$ cat src/rtl/fivm_defines.svh
// addresses, field positions and reset values of the interrupt vector mask block
`ifndef FIVM_DEFINES_SVH
`define FIVM_DEFINES_SVH

`define FIVM_ADDR_W 12
`define FIVM_DATA_W 16
`define FIVM_ADDR_MASK_LO 12'h902
`define FIVM_ADDR_MASK_HI 12'h903
`define FIVM_ADDR_VEC_LO 12'h910
`define FIVM_ADDR_VEC_HI 12'h911
`define FIVM_MASK_RESET 16'h0000
`define FIVM_RDATA_IDLE 16'h0000
`define FIVM_FRAMERS 8
`define FIVM_SRC_PER_FR 4
`define FIVM_BIT_HDLC 3
`define FIVM_BIT_ELASTIC 2
`define FIVM_BIT_RXLINE 1
`define FIVM_BIT_SYNC_OVF 0

`endif

$ cat src/rtl/fivm_pkg.sv
// types of the interrupt vector mask block
package fivm_pkg;

   typedef enum logic [2:0] {
      FIVM_SEL_NONE    = 3'b000,
      FIVM_SEL_MASK_LO = 3'b001,
      FIVM_SEL_MASK_HI = 3'b010,
      FIVM_SEL_VEC_LO  = 3'b011,
      FIVM_SEL_VEC_HI  = 3'b100
   } fivm_sel_t;

   typedef struct packed {
      logic [15:0] mask;
   } fivm_mask_state_t;

   typedef struct packed {
      logic [31:0] status;
      logic [15:0] rdata;
      logic rd_valid;
   } fivm_top_state_t;

endpackage

$ cat src/rtl/fivm_top.sv
// interrupt vector masking for eight framers, with mask and vector registers
// Behaviour
// - set mask bit forces vector status zero
// - clear mask bit passes source through
// - first mask bits 11..8 mask framer 2
// - first mask bits 7..4 mask framer 1
// - first mask bits 3..0 mask framer 0
// - second mask bits 15..12 mask framer 7
// - second mask bits 11,10 framer 6 hdlc/elastic
// - framers 0-2 status read at 910
// - framer 6/7 status read at 911
// - mask registers at 902, 903, read/write
// - second mask bits 9,8 framer 6 rx/sync
// - second mask bits 7..0 framers 5, 4
// - first mask bits 15..12 mask framer 3
`include "fivm_defines.svh"

module fivm_top (
   // clock and reset
   input wire logic clk,
   input wire logic rstn,
   // host register port
   input wire logic [11:0] addr,
   input wire logic wr_en,
   input wire logic rd_en,
   input wire logic [15:0] wdata,
   output logic [15:0] rdata,
   output logic rd_valid,
   // per-framer interrupt sources, bit n is framer n
   input wire logic [7:0] src_hdlc,
   input wire logic [7:0] src_elastic,
   input wire logic [7:0] src_rxline,
   input wire logic [7:0] src_sync_ovf,
   // masked vector status, four bits per framer
   output logic [31:0] vec_status
);
   import fivm_pkg::*;

   // one decoder shared by the read and the write paths
   function automatic fivm_sel_t decode(input logic [11:0] a);
      fivm_sel_t s;
      s = FIVM_SEL_NONE;
      case (a)
         `FIVM_ADDR_MASK_LO: s = FIVM_SEL_MASK_LO;
         `FIVM_ADDR_MASK_HI: s = FIVM_SEL_MASK_HI;
         `FIVM_ADDR_VEC_LO: s = FIVM_SEL_VEC_LO;
         `FIVM_ADDR_VEC_HI: s = FIVM_SEL_VEC_HI;
         default: s = FIVM_SEL_NONE;
      endcase
      return s;
   endfunction

   fivm_top_state_t state_reg;
   fivm_top_state_t state_next;
   fivm_sel_t wr_sel;
   fivm_sel_t rd_sel;
   logic [15:0] mask_lo;
   logic [15:0] mask_hi;
   logic [31:0] mask_all;
   logic [31:0] raw_src;
   logic [31:0] masked_src;

   assign wr_sel = decode(addr);
   assign rd_sel = decode(addr);

   fivm_mask_reg u_mask_lo (
      .clk(clk),
      .rstn(rstn),
      .wr(wr_en && (wr_sel == FIVM_SEL_MASK_LO)),
      .wdata(wdata),
      .mask(mask_lo)
   );

   fivm_mask_reg u_mask_hi (
      .clk(clk),
      .rstn(rstn),
      .wr(wr_en && (wr_sel == FIVM_SEL_MASK_HI)),
      .wdata(wdata),
      .mask(mask_hi)
   );

   assign mask_all = {mask_hi, mask_lo};

   // named mask fields
   logic fr0_hdlc_mask, fr0_elastic_mask, fr0_rxline_mask, fr0_sync_ovf_mask;
   logic fr1_hdlc_mask, fr1_elastic_mask, fr1_rxline_mask, fr1_sync_ovf_mask;
   logic fr2_hdlc_mask, fr2_elastic_mask, fr2_rxline_mask, fr2_sync_ovf_mask;
   logic fr6_hdlc_mask, fr6_elastic_mask;
   logic fr7_hdlc_mask, fr7_elastic_mask, fr7_rxline_mask, fr7_sync_ovf_mask;
   logic fr0_sync_vector_status, fr1_hdlc_vector_status, fr2_hdlc_vector_status;
   logic fr6_elastic_vector_status, fr7_hdlc_vector_status;

   assign {fr0_hdlc_mask, fr0_elastic_mask, fr0_rxline_mask, fr0_sync_ovf_mask} = mask_lo[3:0];
   assign {fr1_hdlc_mask, fr1_elastic_mask, fr1_rxline_mask, fr1_sync_ovf_mask} = mask_lo[7:4];
   assign {fr2_hdlc_mask, fr2_elastic_mask, fr2_rxline_mask, fr2_sync_ovf_mask} = mask_lo[11:8];
   assign {fr6_hdlc_mask, fr6_elastic_mask} = mask_hi[11:10];
   assign {fr7_hdlc_mask, fr7_elastic_mask, fr7_rxline_mask, fr7_sync_ovf_mask} = mask_hi[15:12];

   assign fr0_sync_vector_status = state_reg.status[0];
   assign fr1_hdlc_vector_status = state_reg.status[7];
   assign fr2_hdlc_vector_status = state_reg.status[11];
   assign fr6_elastic_vector_status = state_reg.status[26];
   assign fr7_hdlc_vector_status = state_reg.status[31];

   // same nibble layout for every framer, so framers 3..5 follow too
   genvar g;
   generate
      for (g = 0; g < `FIVM_FRAMERS; g++) begin : g_fr
         assign raw_src[`FIVM_SRC_PER_FR*g + `FIVM_BIT_HDLC] = src_hdlc[g];
         assign raw_src[`FIVM_SRC_PER_FR*g + `FIVM_BIT_ELASTIC] = src_elastic[g];
         assign raw_src[`FIVM_SRC_PER_FR*g + `FIVM_BIT_RXLINE] = src_rxline[g];
         assign raw_src[`FIVM_SRC_PER_FR*g + `FIVM_BIT_SYNC_OVF] = src_sync_ovf[g];
      end
   endgenerate

   assign masked_src = raw_src & ~mask_all;

   always_comb begin
      state_next = state_reg;
      // status is level, re-sampled every cycle; one cycle of latency
      state_next.status = masked_src;
      state_next.rd_valid = rd_en;
      state_next.rdata = `FIVM_RDATA_IDLE;
      if (rd_en) begin
         case (rd_sel)
            FIVM_SEL_MASK_LO: state_next.rdata = mask_lo;
            FIVM_SEL_MASK_HI: state_next.rdata = mask_hi;
            FIVM_SEL_VEC_LO: state_next.rdata = state_reg.status[15:0];
            FIVM_SEL_VEC_HI: state_next.rdata = state_reg.status[31:16];
            // unmapped reads answer zero
            default: state_next.rdata = `FIVM_RDATA_IDLE;
         endcase
      end
   end

   always_ff @(posedge clk) begin
      if (!rstn) begin
         state_reg.status <= 32'h00000000;
         state_reg.rdata <= `FIVM_RDATA_IDLE;
         state_reg.rd_valid <= 1'b0;
      end else begin
         state_reg <= state_next;
      end
   end

   assign rdata = state_reg.rdata;
   assign rd_valid = state_reg.rd_valid;
   assign vec_status = state_reg.status;
endmodule

$ cat src/rtl/fivm_mask_reg.sv
// one 16-bit vector mask register, host writable, clears on reset
`include "fivm_defines.svh"

module fivm_mask_reg (
   // clock and reset
   input wire logic clk,
   input wire logic rstn,
   // write port
   input wire logic wr,
   input wire logic [15:0] wdata,
   // stored mask
   output logic [15:0] mask
);
   import fivm_pkg::*;

   fivm_mask_state_t state_reg;
   fivm_mask_state_t state_next;

   always_comb begin
      state_next = state_reg;
      if (wr) begin
         state_next.mask = wdata;
      end
   end

   always_ff @(posedge clk) begin
      if (!rstn) begin
         state_reg.mask <= `FIVM_MASK_RESET;
      end else begin
         state_reg <= state_next;
      end
   end

   assign mask = state_reg.mask;

endmodule

$ cat config.mk
export PLATFORM = sky130hd
export DESIGN_NAME = fivm_top
export DESIGN_NICKNAME = d
export VERILOG_FILES = /design/src/rtl/fivm_pkg.sv /design/src/rtl/fivm_top.sv /design/src/rtl/fivm_mask_reg.sv
export VERILOG_INCLUDE_DIRS = /design/src /design/src/rtl
export SDC_FILE = /design/constraint.sdc
export NUM_CORES = 1
export LEC_CHECK = 0
export BUFFER_PORTS_ARGS = -buffer_cell sky130_fd_sc_hd__buf_2
export CORE_MARGIN = 4
export CORE_UTILIZATION = 30
export CTS_CLUSTER_DIAMETER = 200
export DETAILED_ROUTE_END_ITERATION = 16
export GPL_TIMING_DRIVEN = 1
export MAX_ROUTING_LAYER = met4
export PLACE_DENSITY = 0.63
export SKIP_LAST_GASP = 1
export SLEW_MARGIN = 20
export SYNTH_ARGS = -nofsm -noshare
export SYNTH_HDL_FRONTEND = slang
export SYNTH_SLANG_ARGS = --single-unit
$ cat constraint.sdc
create_clock -name clk -period 2.8 [get_ports clk]
set_clock_uncertainty 0.15 [all_clocks]
set_input_delay 0.14 -clock clk [delete_from_list [all_inputs] [get_ports clk]]
set_output_delay 0.14 -clock clk [all_outputs]
set_load 0.03 [all_outputs]
* Word-level counts from Yosys, hierarchy flattened *
Cells that the tools add are included.

storage, ports and cells
  output and inout port bits = 49
  word-level logic and storage cells = 20
  input bits = 64
  register bits = 81

cells by class
  reductions and logical operators = 3
  multiplexer cells = 2
  bitwise logic cells = 2
  equality and inequality tests = 8

operators by type and width
  kind                    count
  $pmux W16 S4            1
  $eq A12 B12 Y1 const B  4
  $and A32 B32 Y32        1
  $not A32 Y32            1
  $pmux W3 S4             1
  $eq A3 B2 Y1 const B    2
  $eq A3 B1 Y1 const B    1
  $eq A3 B3 Y1 const B    1
  $logic_and A1 B1 Y1     2
  $reduce_and A2 Y1       1

* Depth between registers and ports, before layout *
Gate-level depths: netlist (run 1).

  depth in word-level cells = 4
  gate-level depth with buffers = 6
  mapped depth without buffers = 3

* Hierarchy *
From an unflattened synthesis (run 1), not the netlist that was laid out.

second synthesis, totals
  cells, all modules = 307
  area, all modules = 3234.4 um2

modules (own cells, without submodules)
  module         times used  sequential area each (um2)  area each (um2)  cells each
  fivm_top       1           980.9                       2003.2           205
  fivm_mask_reg  2           320.3                       615.6            51

* Worst setup path after synthesis (run 1) *
Ideal clock, no wire load.

  path type = input-to-reg
  from = input addr[10]
  to = register, netlist name u_mask_lo.mask[10]
  data arrival time = 1.131 ns
  path buffers = 2
  cell stages on the path = 5
  data required time = 2.578 ns
  setup slack = 1.447 ns
  setup time = 0.072 ns
  cells stage by stage = and4bb_2 -> and4_1 -> buf_4 -> buf_6 -> mux2i_1

on the way
  word-level cells in the longest chain between the ends = 4
  elaborated cells on any way between the ends = 7
  classes of those cells = eq/ne (5); mux (1); reduce/logical (1)

RTL lines
  item                   line            text
  from (decl)            fivm_top.sv:23  input wire logic [11:0] addr,
  $eq A12 B12 Y1         fivm_top.sv:43  case (a)
  $pmux W3 S4 *          fivm_top.sv:43
  $eq A3 B1 Y1 *         fivm_top.sv:69  .wr(wr_en && (wr_sel == FIVM_SEL_MASK_LO)),
  $logic_and A1 B1 Y1 *  fivm_top.sv:69

Mark *: on every way between the ends. The rest lies on a longest branch, timed or not.
A chain may end at the register's enable or synchronous reset.

* Final worst setup path (run 1) *
  from = input rd_en
  to = register, netlist name rdata[4]

on the way
  word-level cells in the longest chain between the ends = 1

RTL lines
  item                                line            text
  from (decl)                         fivm_top.sv:25  input wire logic rd_en,
  $reduce_and A2 Y1 (no source line)  --

Every way passes these cells.

==> summary.md, run 1 <==
| Metric | Value |
|---|---|
| Status | `complete, no violations` |
| Overall via count from detail_route | `~2,700` |
| Post-synth top area cell | `dfxtp_1` |
| Clk slew on worst S/H paths | `~90 ps` |
| Cells after synthesis | `between 300 and 400` |
| Worst slew pin tran | `815 ps` |
| Post-Synth XOR/XNOR Area | `0%` |
| CTS buffer count | `9` |
| Slew Viols, Final | `0` |
| Drt wl/cell | `roughly 14 um` |
| Register area share after synthesis | `just over 50%` |
| Slew margin rel. | `between 40 and 50%` |
| Gr usage total | `around 14%` |
| Final hold violation count | `0` |
| P_leak | `0.00217 uW` |
| Top cell type's share of synthesized area | `a little over 50%` |
| Root Buffer | `clkbuf_8` |
| Clk buf depth | `2` |
| WS Path Type | `in -> reg` |
| Routed WL | `around 8.6 mm` |
| PD cells | `about 540 nW/um2` |
| Critical Path Source Type | `input pin` |
| Pre-CTS setup slack | `slightly above 900 ps` |
| Hold WC Path Type | `in -> reg` |
| I/O Pins | `113` |
| Vias in the first global route | `around 2,900` |
| Drt first pass iters | `4` |
| Synth area leaders | `dfxtp_1 51%, mux2i_1 20%, nand2_1 9.4%` |
| Clock sinks | `81` |
| Share of flip-flops with an asynchronous set or reset | `0%` |
| Antenna violations before repair | `0` |
| Core area | `about 10,000 um2` |
| Max-Cap Viols | `0` |
| N_diodes | `0` |
| Vias/cell | `between 4 and 5` |
| Yosys cell types | `21` |
| Commonest cells in the netlist | `81 x dfxtp_1, 80 x nand2_1, 64 x mux2i_1` |
| Final Setup Violations | `0` |
| Later-pin clock latency in the skew report | `roughly 340 ps` |
| IO Port Bufs | `around 110` |
| Largest family of logic cells by synthesized area | `simple AND/OR/NAND/NOR gates` |
| Die height | `about 110 um` |
| Critical path arrival | `about 1800 ps` |
| Final worst-path cycle share | `between 60% and 70%` |
| Overall power | `approximately 2500 uW` |
| Post-layout net count | `545` |
| Simple-gate portion of the synthesized area | `between 20 and 25%` |
| Fmax | `about 570 MHz` |
| Synth Cell Area | `approximately 3200 um2` |
| Min Tclk post-route | `roughly 1700 ps` |
| Starting Density | `around 31%` |
| Critical Path End Type | `flop` |
| Compound-Gate Fraction of Synth Area | `4.69%` |
| Setup ws final | `approximately 1100 ps` |
| Post-synthesis mux area share | `about a fifth` |
| Setup TNS | `0 ps` |
| Area delta synth->final | `43.4%` |
| Worst EP required | `approximately 2800 ps` |
| Share of cells above drive strength 1 | `30.2%` |
| WHS | `approximately 250 ps` |
| DRC violations left | `0` |
| Count leader, synth | `dfxtp_1` |
| Post-synth EDFFs | `0` |
| Antenna viol nets, final | `0` |
| Initial DRC Count | `160` |
| Worst-path fanout max | `16` |
| FP Rows | `37` |
| Placed Cells | `around 560` |
| Synth Net Count | `~390` |
| Die width | `~110 um` |
| CTS tree | `done` |
| GP Congestion | `0.770` |
| Post-Layout Cell Count | `approximately 620` |
| First-pass GRT wire length | `14.0 mm` |
| Die Area | `12,400 um2` |
| Adder-cell area share of the yosys netlist | `0%` |
| Yosys synthesis warning count | `0` |
| Seq cells post-synth | `81` |
| CTS-repair resized insts | `0` |
| Synthesized area per cell | `about 10 um2` |
| H-Tree Level Count | `3` |
| VDD IR max | `approximately 0.00023 V` |
| DP HPWL | `~5.6 mm` |
| Pin count of the biggest net entering global routing | `81` |
| Unrepaired setup endpoints after global routing | `false` |
| Global route overflow | `0` |
| Main synth FF type | `dfxtp_1` |
[layout make-up]
cell class	count	area [um2]
tap	136	170
fill	1023	5780
clock inverter	5	86.3
sequential	81	1620
timing repair buffer	168	1110
multi-input combinational	221	1460
clock buffer	11	151
[cells in the final DEF (no fill, tap or decap)]
master | netlist | final
buf_2 | 6 | 112
dfxtp_1 | 81 | 81
nand2_1 | 80 | 80
mux2i_1 | 64 | 64
dlygate4sd3_1 | 0 | 50
nor2_1 | 33 | 33
o22a_1 | 16 | 16
clkbuf_8 | 0 | 11
nor3_2 | 10 | 10
nor3_1 | 7 | 7
buf_4 | 2 | 6
nand2b_1 | 2 | 2
clkinv_4 | 0 | 2
bufinv_16 | 0 | 2
and2_1 | 1 | 1
a21bo_1 | 1 | 1
and4bb_2 | 1 | 1
nand3_1 | 1 | 1
and3b_1 | 1 | 1
nor4_1 | 1 | 1
and4_1 | 1 | 1
nor4b_4 | 1 | 1
nand4_4 | 1 | 1
inv_6 | 0 | 1
[cell families after synthesis]
family                 after synthesis
and+or+nand+nor                    140
DFF                                 81
muxes                               64
buffers and inverters               23
AOI/OAI and AO/OA                   17
[per-layer routing]
layer,wire [um],track usage (%)
met2,4240,24.2
met4,71,4.46
met5,0,-
met3,376,3.28
met1,3910,17.0
[worst paths after layout]
path / startpoint / to / slack (ps) / cells past startpoint
setup / recovery: rd_en / rdata[4] / 1050 / 5
hold / removal: addr[2] / u_mask_hi.mask[0] / 250 / 4
setup reg to reg: u_mask_lo.mask[4] / rdata[4] / 1760 / 3
hold reg to reg: u_mask_hi.mask[5] / vec_status[21] / 280 / 1
[state kept, by name (all words and copies together), names as in the netlist]
register	flops
rd_valid	1
rdata	16
u_mask_hi.mask	16
u_mask_lo.mask	16
vec_status	32
[power by group]
part           total (uW)  leakage (uW)  switching, uW  internal, uW
clock                 985      0.000120            427           558
combinational         291       0.00139            157           133
sequential           1190      0.000661           13.7          1180
[through the flow]
step / util [%] / cell area, um2
2_1_floorplan: - / 3200
3_3_place_gp: 37.2 / 3850
3_5_place_dp: 37.2 / 3850
4_1_cts: 44.3 / 4590
5_1_grt: 44.3 / 4590
6_report: 44.3 / 4590
[worst max-delay path, stage by stage]
cell,delay [ps]
dlygate4sd3_1,530
buf_2,110
and2_1,140
a21bo_1,720
nor3_1,140
[timing repair]
action | 4_1_cts | 5_1_grt
hold buffers | 50 | 0
setup buffers | 0 | 0
hold endpoints to repair | 65 | 0
(Power assumes the default switching activity.)
==> run 2: changes to the inputs <==
--- a/config.mk
+++ b/config.mk
@@ -6,6 +6,7 @@
 export SDC_FILE = /design/constraint.sdc
 export NUM_CORES = 1
 export LEC_CHECK = 0
+export ABC_AREA = 1
 export BUFFER_PORTS_ARGS = -buffer_cell sky130_fd_sc_hd__buf_2
 export CORE_MARGIN = 4
 export CORE_UTILIZATION = 30
@@ -13,7 +14,7 @@
 export DETAILED_ROUTE_END_ITERATION = 16
 export GPL_TIMING_DRIVEN = 1
 export MAX_ROUTING_LAYER = met4
-export PLACE_DENSITY = 0.63
+export PLACE_DENSITY = 0.62
 export SKIP_LAST_GASP = 1
 export SLEW_MARGIN = 20
 export SYNTH_ARGS = -nofsm -noshare
==> constraint.sdc (replaced) <==
create_clock -name clk -period 1.69 [get_ports clk]
set_clock_uncertainty 0.15 [all_clocks]
set_input_delay 0.0845 -clock clk [delete_from_list [all_inputs] [get_ports clk]]
set_output_delay 0.0845 -clock clk [all_outputs]
set_load 0.03 [all_outputs]
==> run 2 against run 1 <==
Routed wire length up 17%. Critical endpoint is now u_mask_lo.mask[4]. Largest cell class unchanged. Critical path depth rose by 2. Flip-flop and latch count stayed put. Critical path type unchanged. Via count is 28% higher. Final cell count rose by 30%. Largest power group unchanged.
==> summary.md, run 2 <==
| Metric | Value |
|---|---|
| Commonest cells in the netlist | `142 x nand2_1, 133 x nor2_1, 81 x dfxtp_1` |
| Clk buf depth | `2` |
| Unrepaired setup endpoints after global routing | `false` |
| Worst-path fanout max | `32` |
| Count leader, synth | `nand2_1` |
| Die Area | `about 13,000 um2` |
| Commonest non-fill, non-tap cell in the layout | `nand2_1` |
| First-pass GRT wire length | `roughly 16 mm` |
| Global route overflow | `0` |
| IO Port Bufs | `roughly 110` |
| Main synth FF type | `dfxtp_1` |
| Gr usage total | `roughly 16%` |
| Share of cells above drive strength 1 | `between 20% and 30%` |
| Setup TNS | `0 ps` |
| Clock sinks | `between 80 and 90` |
| I/O Pins | `around 110` |
| Share of flip-flops with an asynchronous set or reset | `0%` |
| Min Tclk post-route | `roughly 1200 ps` |
| Setup Buffers After CTS | `0` |
| Later-pin clock latency in the skew report | `approximately 340 ps` |
| Antenna viol nets, final | `0` |
| Overall via count from detail_route | `about 3,500` |
| Critical path origin | `addr[3]` |
| Final hold violation count | `0` |
| VDD IR max | `between 0.0005 and 0.0006 V` |
| Root Buffer | `clkbuf_16` |
| Register area share after synthesis | `a little under half` |
| Routed WL | `between 10 and 15 mm` |
| Slew Viols, Final | `0` |
| Seq cells post-synth | `just over 80` |
| Yosys synthesis warning count | `0` |
| Worst EP required | `1760 ps` |
| GP Congestion | `~0.84` |
| Drt first pass iters | `4` |
| DRC violations left | `0` |
| Antenna violations before repair | `0` |
| Yosys cell types | `17` |
| Final Setup Violations | `0` |
| Hold_sp | `rd_en` |
| Number of fill cells | `approximately 1,200` |
| CTS buffer count | `9` |
| Synth Net Count | `570` |
| Post-layout net count | `slightly above 700` |
| Top cell type's share of synthesized area | `46.5%` |
| CTS tree | `done` |
| Pre-CTS setup slack | `174 ps` |
| Worst slew pin tran | `just over 400 ps` |
| Pin count of the biggest net entering global routing | `65` |
| Placed Cells | `approximately 750` |
| P_leak | `~0.0027 uW` |
| Die width | `roughly 120 um` |
| Post-synth EDFFs | `0` |
| N_diodes | `0` |
| Max reg flops | `32` |
| Final worst-path cycle share | `between 60 and 70%` |
| Vias/cell | `about 4.4` |
| Synth Cell Area | `between 3000 and 4000 um2` |
| Core area | `11,400 um2` |
| R2R Path Start | `u_mask_hi.mask[8]` |
| Fmax | `~860 MHz` |
| Post-synth top area cell | `dfxtp_1` |
| Hold WC Path Type | `in -> reg` |
| Die height | `116 um` |
| H-Tree Level Count | `3` |
| Cells after synthesis | `just over 500` |
| Starting Density | `a little under a third` |
| FP Rows | `39` |
| Critical Path Source Type | `input pin` |
| Slew margin rel. | `around 72%` |
| DP HPWL | `between 7 and 8 mm` |
| Critical path arrival | `approximately 1200 ps` |
| PD cells | `867 nW/um2` |
| Clk slew on worst S/H paths | `around 60 ps` |
| WS Path Type | `in -> reg` |
| Most frequent cells in the layout | `142 x nand2_1, 133 x nor2_1, 112 x buf_2` |
| Critical Path End Type | `flop` |
| Drt wl/cell | `12.5 um` |
| Synthesized area per cell | `roughly 6.9 um2` |
| Initial DRC Count | `around 190` |
| Status | `complete, no violations` |
| Max-Cap Viols | `0` |
| Area delta synth->final | `41.0%` |
| Setup ws final | `roughly 520 ps` |
| Vias in the first global route | `around 3,400` |
| Synth area leaders | `dfxtp_1 46%, nand2_1 15%, nor2_1 14%` |
| Post-Layout Cell Count | `between 800 and 900` |
run 2: repair_timing:
action	in CTS	in global routing
gates resized for setup	0	0
hold endpoints to repair	64	0
hold buffers	48	0
run 2: layer usage:
metal	global-route usage [%]	share of wire (%)
met5	-	0
met4	6.96	2.3
met3	3.29	5.2
met2	25.0	48
met1	19.6	45
run 2: critical path, cell delays in order:
cell	delay (ps)
buf_2	120
nor2_4	150
nand3_2	130
nor2_8	170
nand3_4	310
nor2_1	200
nor2_1	70
run 2: path summary, 6_finish.rpt:
| kind | slack, ps | end | cells after the start |
|---|---|---|---|
| max | 520 | u_mask_lo.mask[4] | 7 |
| min | 70 | rdata[5] | 3 |
| max reg2reg | 750 | rdata[8] | 4 |
| min reg2reg | 290 | vec_status[21] | 1 |
run 2: power breakdown:
group          leakage, uW  internal (uW)  total [uW]  switching, uW
Sequential        0.000661           1950        1980           24.4
Combinational      0.00186            185         429            243
Clock             0.000142           1080        1860            780
run 2: cell type report:
cell class                 instances  area [um2]  area share [%]
timing repair buffer             168        1110            22.6
tap                              143         179            3.64
sequential                        81        1620            33.0
clock buffer                      11         253            5.14
inverter                          44         165            3.36
clock inverter                     5        38.8           0.788
multi-input combinational        357        1550            31.5
run 2: cells by family after synthesis:
group | synth area share [%]
compound gates | 0.251
buf+inv | 9.11
flops | 46.5
simple gates | 44.2
run 2: per-stage QoR:
stage          total power (uW)  util [%]  cell area, um2  hold WS, ps
2_1_floorplan              2200         -            3490         48.3
3_3_place_gp               2360      36.3            4150          149
3_5_place_dp               2360      36.3            4150          156
4_1_cts                    4300      43.1            4920         75.3
5_1_grt                    4420      43.1            4920          104
6_report                   4270      43.1            4920         74.5
==> run 3: changes to the inputs <==
--- a/config.mk
+++ b/config.mk
@@ -6,7 +6,7 @@
 export SDC_FILE = /design/constraint.sdc
 export NUM_CORES = 1
 export LEC_CHECK = 0
-export ABC_AREA = 1
+export ABC_AREA = 0
 export BUFFER_PORTS_ARGS = -buffer_cell sky130_fd_sc_hd__buf_2
 export CORE_MARGIN = 4
 export CORE_UTILIZATION = 30
@@ -14,7 +14,7 @@
 export DETAILED_ROUTE_END_ITERATION = 16
 export GPL_TIMING_DRIVEN = 1
 export MAX_ROUTING_LAYER = met4
-export PLACE_DENSITY = 0.62
+export PLACE_DENSITY = 0.63
 export SKIP_LAST_GASP = 1
 export SLEW_MARGIN = 20
 export SYNTH_ARGS = -nofsm -noshare
==> constraint.sdc (replaced) <==
create_clock -name clk -period 1.1 [get_ports clk]
set_clock_uncertainty 0.15 [all_clocks]
set_input_delay 0.055 -clock clk [delete_from_list [all_inputs] [get_ports clk]]
set_output_delay 0.055 -clock clk [all_outputs]
set_load 0.03 [all_outputs]
==> run 3 against run 2 <==
Combinational power increased by 95%. Power increased by 41%. Count of clock-buffer cells in the layout increased by 1. Clock power increased by 16%. Core utilization increased by 4.7 points.
==> summary.md, run 3 (synthesis results as in run 1) <==
| Metric | Value |
|---|---|
| Worst Setup EP | `vec_status[17]` |
| Kind of cell adding the most delay to the critical path | `flip-flops` |
| Area delta synth->final | `54.9%` |
| DP HPWL | `5.95 mm` |
| N_diodes | `0` |
| Placed Cells | `574` |
| Overall power | `about 6000 uW` |
| Worst reg2reg endpoint | `rdata[13]` |
| R2r setup slk | `about 60 ps` |
| Dpl cell area | `approximately 4100 um2` |
| Drt first pass iters | `4` |
| Setup TNS | `0 ps` |
| CTS buffer count | `9` |
| Clk buf depth | `2` |
| Initial DRC Count | `about 120` |
| Vias in the first global route | `between 2,000 and 3,000` |
| Crit-path cells | `clkbuf_4` |
| Worst-path fanout max | `2` |
| P_leak | `~0.0023 uW` |
| Overall via count from detail_route | `2,878` |
| Pin count of the biggest net entering global routing | `50` |
| Die width | `about 110 um` |
| Routed WL | `a little under 9 mm` |
| Critical path origin | `vec_status[17]` |
| Status | `complete, no violations` |
| Post-Layout Cell Count | `640` |
| PD cells | `~1200 nW/um2` |
| Clk slew on worst S/H paths | `around 80 ps` |
| CTS tree | `done` |
| Later-pin clock latency in the skew report | `350 ps` |
| Worst reg2reg path depth | `3` |
| Vias/cell | `roughly 4.5` |
| Sequential power share | `about half` |
| Final hold violation count | `0` |
| Slew margin rel. | `a little over 80%` |
| Hold_sp | `rstn` |
| Critical Path Source Type | `flop` |
| Starting Density | `between 30% and 40%` |
| Final instance area | `a little under 5000 um2` |
| WHS | `roughly 46 ps` |
| Die Area | `around 12,000 um2` |
| Buffers and inverters on the worst path | `1` |
| Die height | `approximately 110 um` |
| Worst EP required | `890 ps` |
| IO Port Bufs | `around 110` |
| Drt wl/cell | `13.9 um` |
| Min Tclk post-route | `about 1100 ps` |
| Global route overflow | `0` |
| Core area | `a little over 10,000 um2` |
| Sw power | `about 1500 uW` |
| Max stage delay on crit path | `around 330 ps` |
| Logic pwr share | `roughly 14%` |
| Fmax | `944 MHz` |
| VDD IR max | `between 0.0005 and 0.0006 V` |
| Critical path arrival | `850 ps` |
| I/O Pins | `~110` |
| FP Rows | `37` |
| Stages on worst setup path | `1` |
| Worst slew pin tran | `275 ps` |
| Clock sinks | `81` |
| Share of cells above drive strength 1 | `38.9%` |
| Post-layout net count | `about 560` |
| Internal power | `~4500 uW` |
| R2R Path Start | `u_mask_lo.mask[13]` |
| Antenna viol nets, final | `0` |
| Final worst-path cycle share | `between 90 and 100%` |
| Hold WC Path Type | `in -> reg` |
| Max reg flops | `32` |
| Slew Viols, Final | `0` |
| First-pass GRT wire length | `about 14 mm` |
| Clk pwr share | `between 30% and 40%` |
| Max-Cap Viols | `0` |
| Root Buffer | `clkbuf_8` |
| Final Setup Violations | `0` |
| Gr usage total | `around 15%` |
| Antenna violations before repair | `0` |
| WS Path Type | `reg -> out` |
| GP Congestion | `around 0.8` |
| Unrepaired setup endpoints after global routing | `true` |
| Commonest non-fill, non-tap cell in the layout | `nand2_1` |
| Most frequent cells in the layout | `80 x nand2_1, 67 x buf_2, 64 x mux2i_1` |
| DRC violations left | `0` |
| Switching share of power | `between 20 and 25%` |
| H-Tree Level Count | `3` |
| CP max-delay cell | `dfxtp_2` |
| Critical Path End Type | `output pin` |
==> run 3: cell types whose count changed in the layout (fill, tap and decap cells not counted), sizes merged, moves of 2 or more <==
cell / delta
buf: +9
clkbuf: +8
clkinv: -3
clkinvlp: +2
dlygate4sd3: +2
inv: -45
mux2i: +64
nand2: -63
nand2b: +2
nand3: -71
nor2: -108
nor3: +17
o22a: +16
==> run 3: routing by layer <==
metal | global-route usage (%) | routed length, um | vias up | share of wire [%]
li1 | - | - | 1437 | -
met1 | 17.2 | 3760 | 1336 | 42
met2 | 25.1 | 4590 | 91 | 51
met3 | 3.55 | 436 | 14 | 4.9
met4 | 4.95 | 138 | 0 | 1.5
met5 | - | 0 | - | 0
==> run 3: what timing repair did <==
item | CTS | global route
hold buffers | 50 | 0
gates resized for setup | 20 | 57
buffers inserted | 0 | 0
endpoints found under the setup margin | 20 | 35
endpoints found under the hold margin | 65 | 0
==> run 3: final cells by class <==
cell class,instances,area [um2]
clock inverter,4,52.6
sequential,81,1660
timing repair buffer,186,1470
fill,995,5410
multi-input combinational,221,1460
tap,136,170
clock buffer,12,145
==> run 3: through the flow <==
stage | setup slack [ps] | utilization (%)
finish | 40.5 | 47.8
global route | -13.0 | 47.8
CTS | 0.929 | 46.8
detailed placement | -275 | 39.6
global placement | -229 | 39.6
floorplan | -144 | -
==> run 3: power by group through the flow <==
stage                     logic (uW)  registers [uW]  clock network (uW)
after detailed placement         658            3110                   0
after floorplan                  258            3230                   0
final                            837            3040                2160
after CTS                        814            3040                2240
after global placement           651            3100                   0
after global routing             903            3050                2370
==> run 3: how the worst min path moves through the flow <==
| stage | cells after the start | slack (ps) | endpoint |
|---|---|---|---|
| after detailed placement | 3 | 120 | vec_status[9] |
| final | 4 | 50 | vec_status[31] |
| after global routing | 4 | 50 | vec_status[20] |
| after global placement | 3 | 120 | vec_status[20] |
| after CTS | 4 | 20 | vec_status[20] |
| after floorplan | 2 | 10 | vec_status[10] |
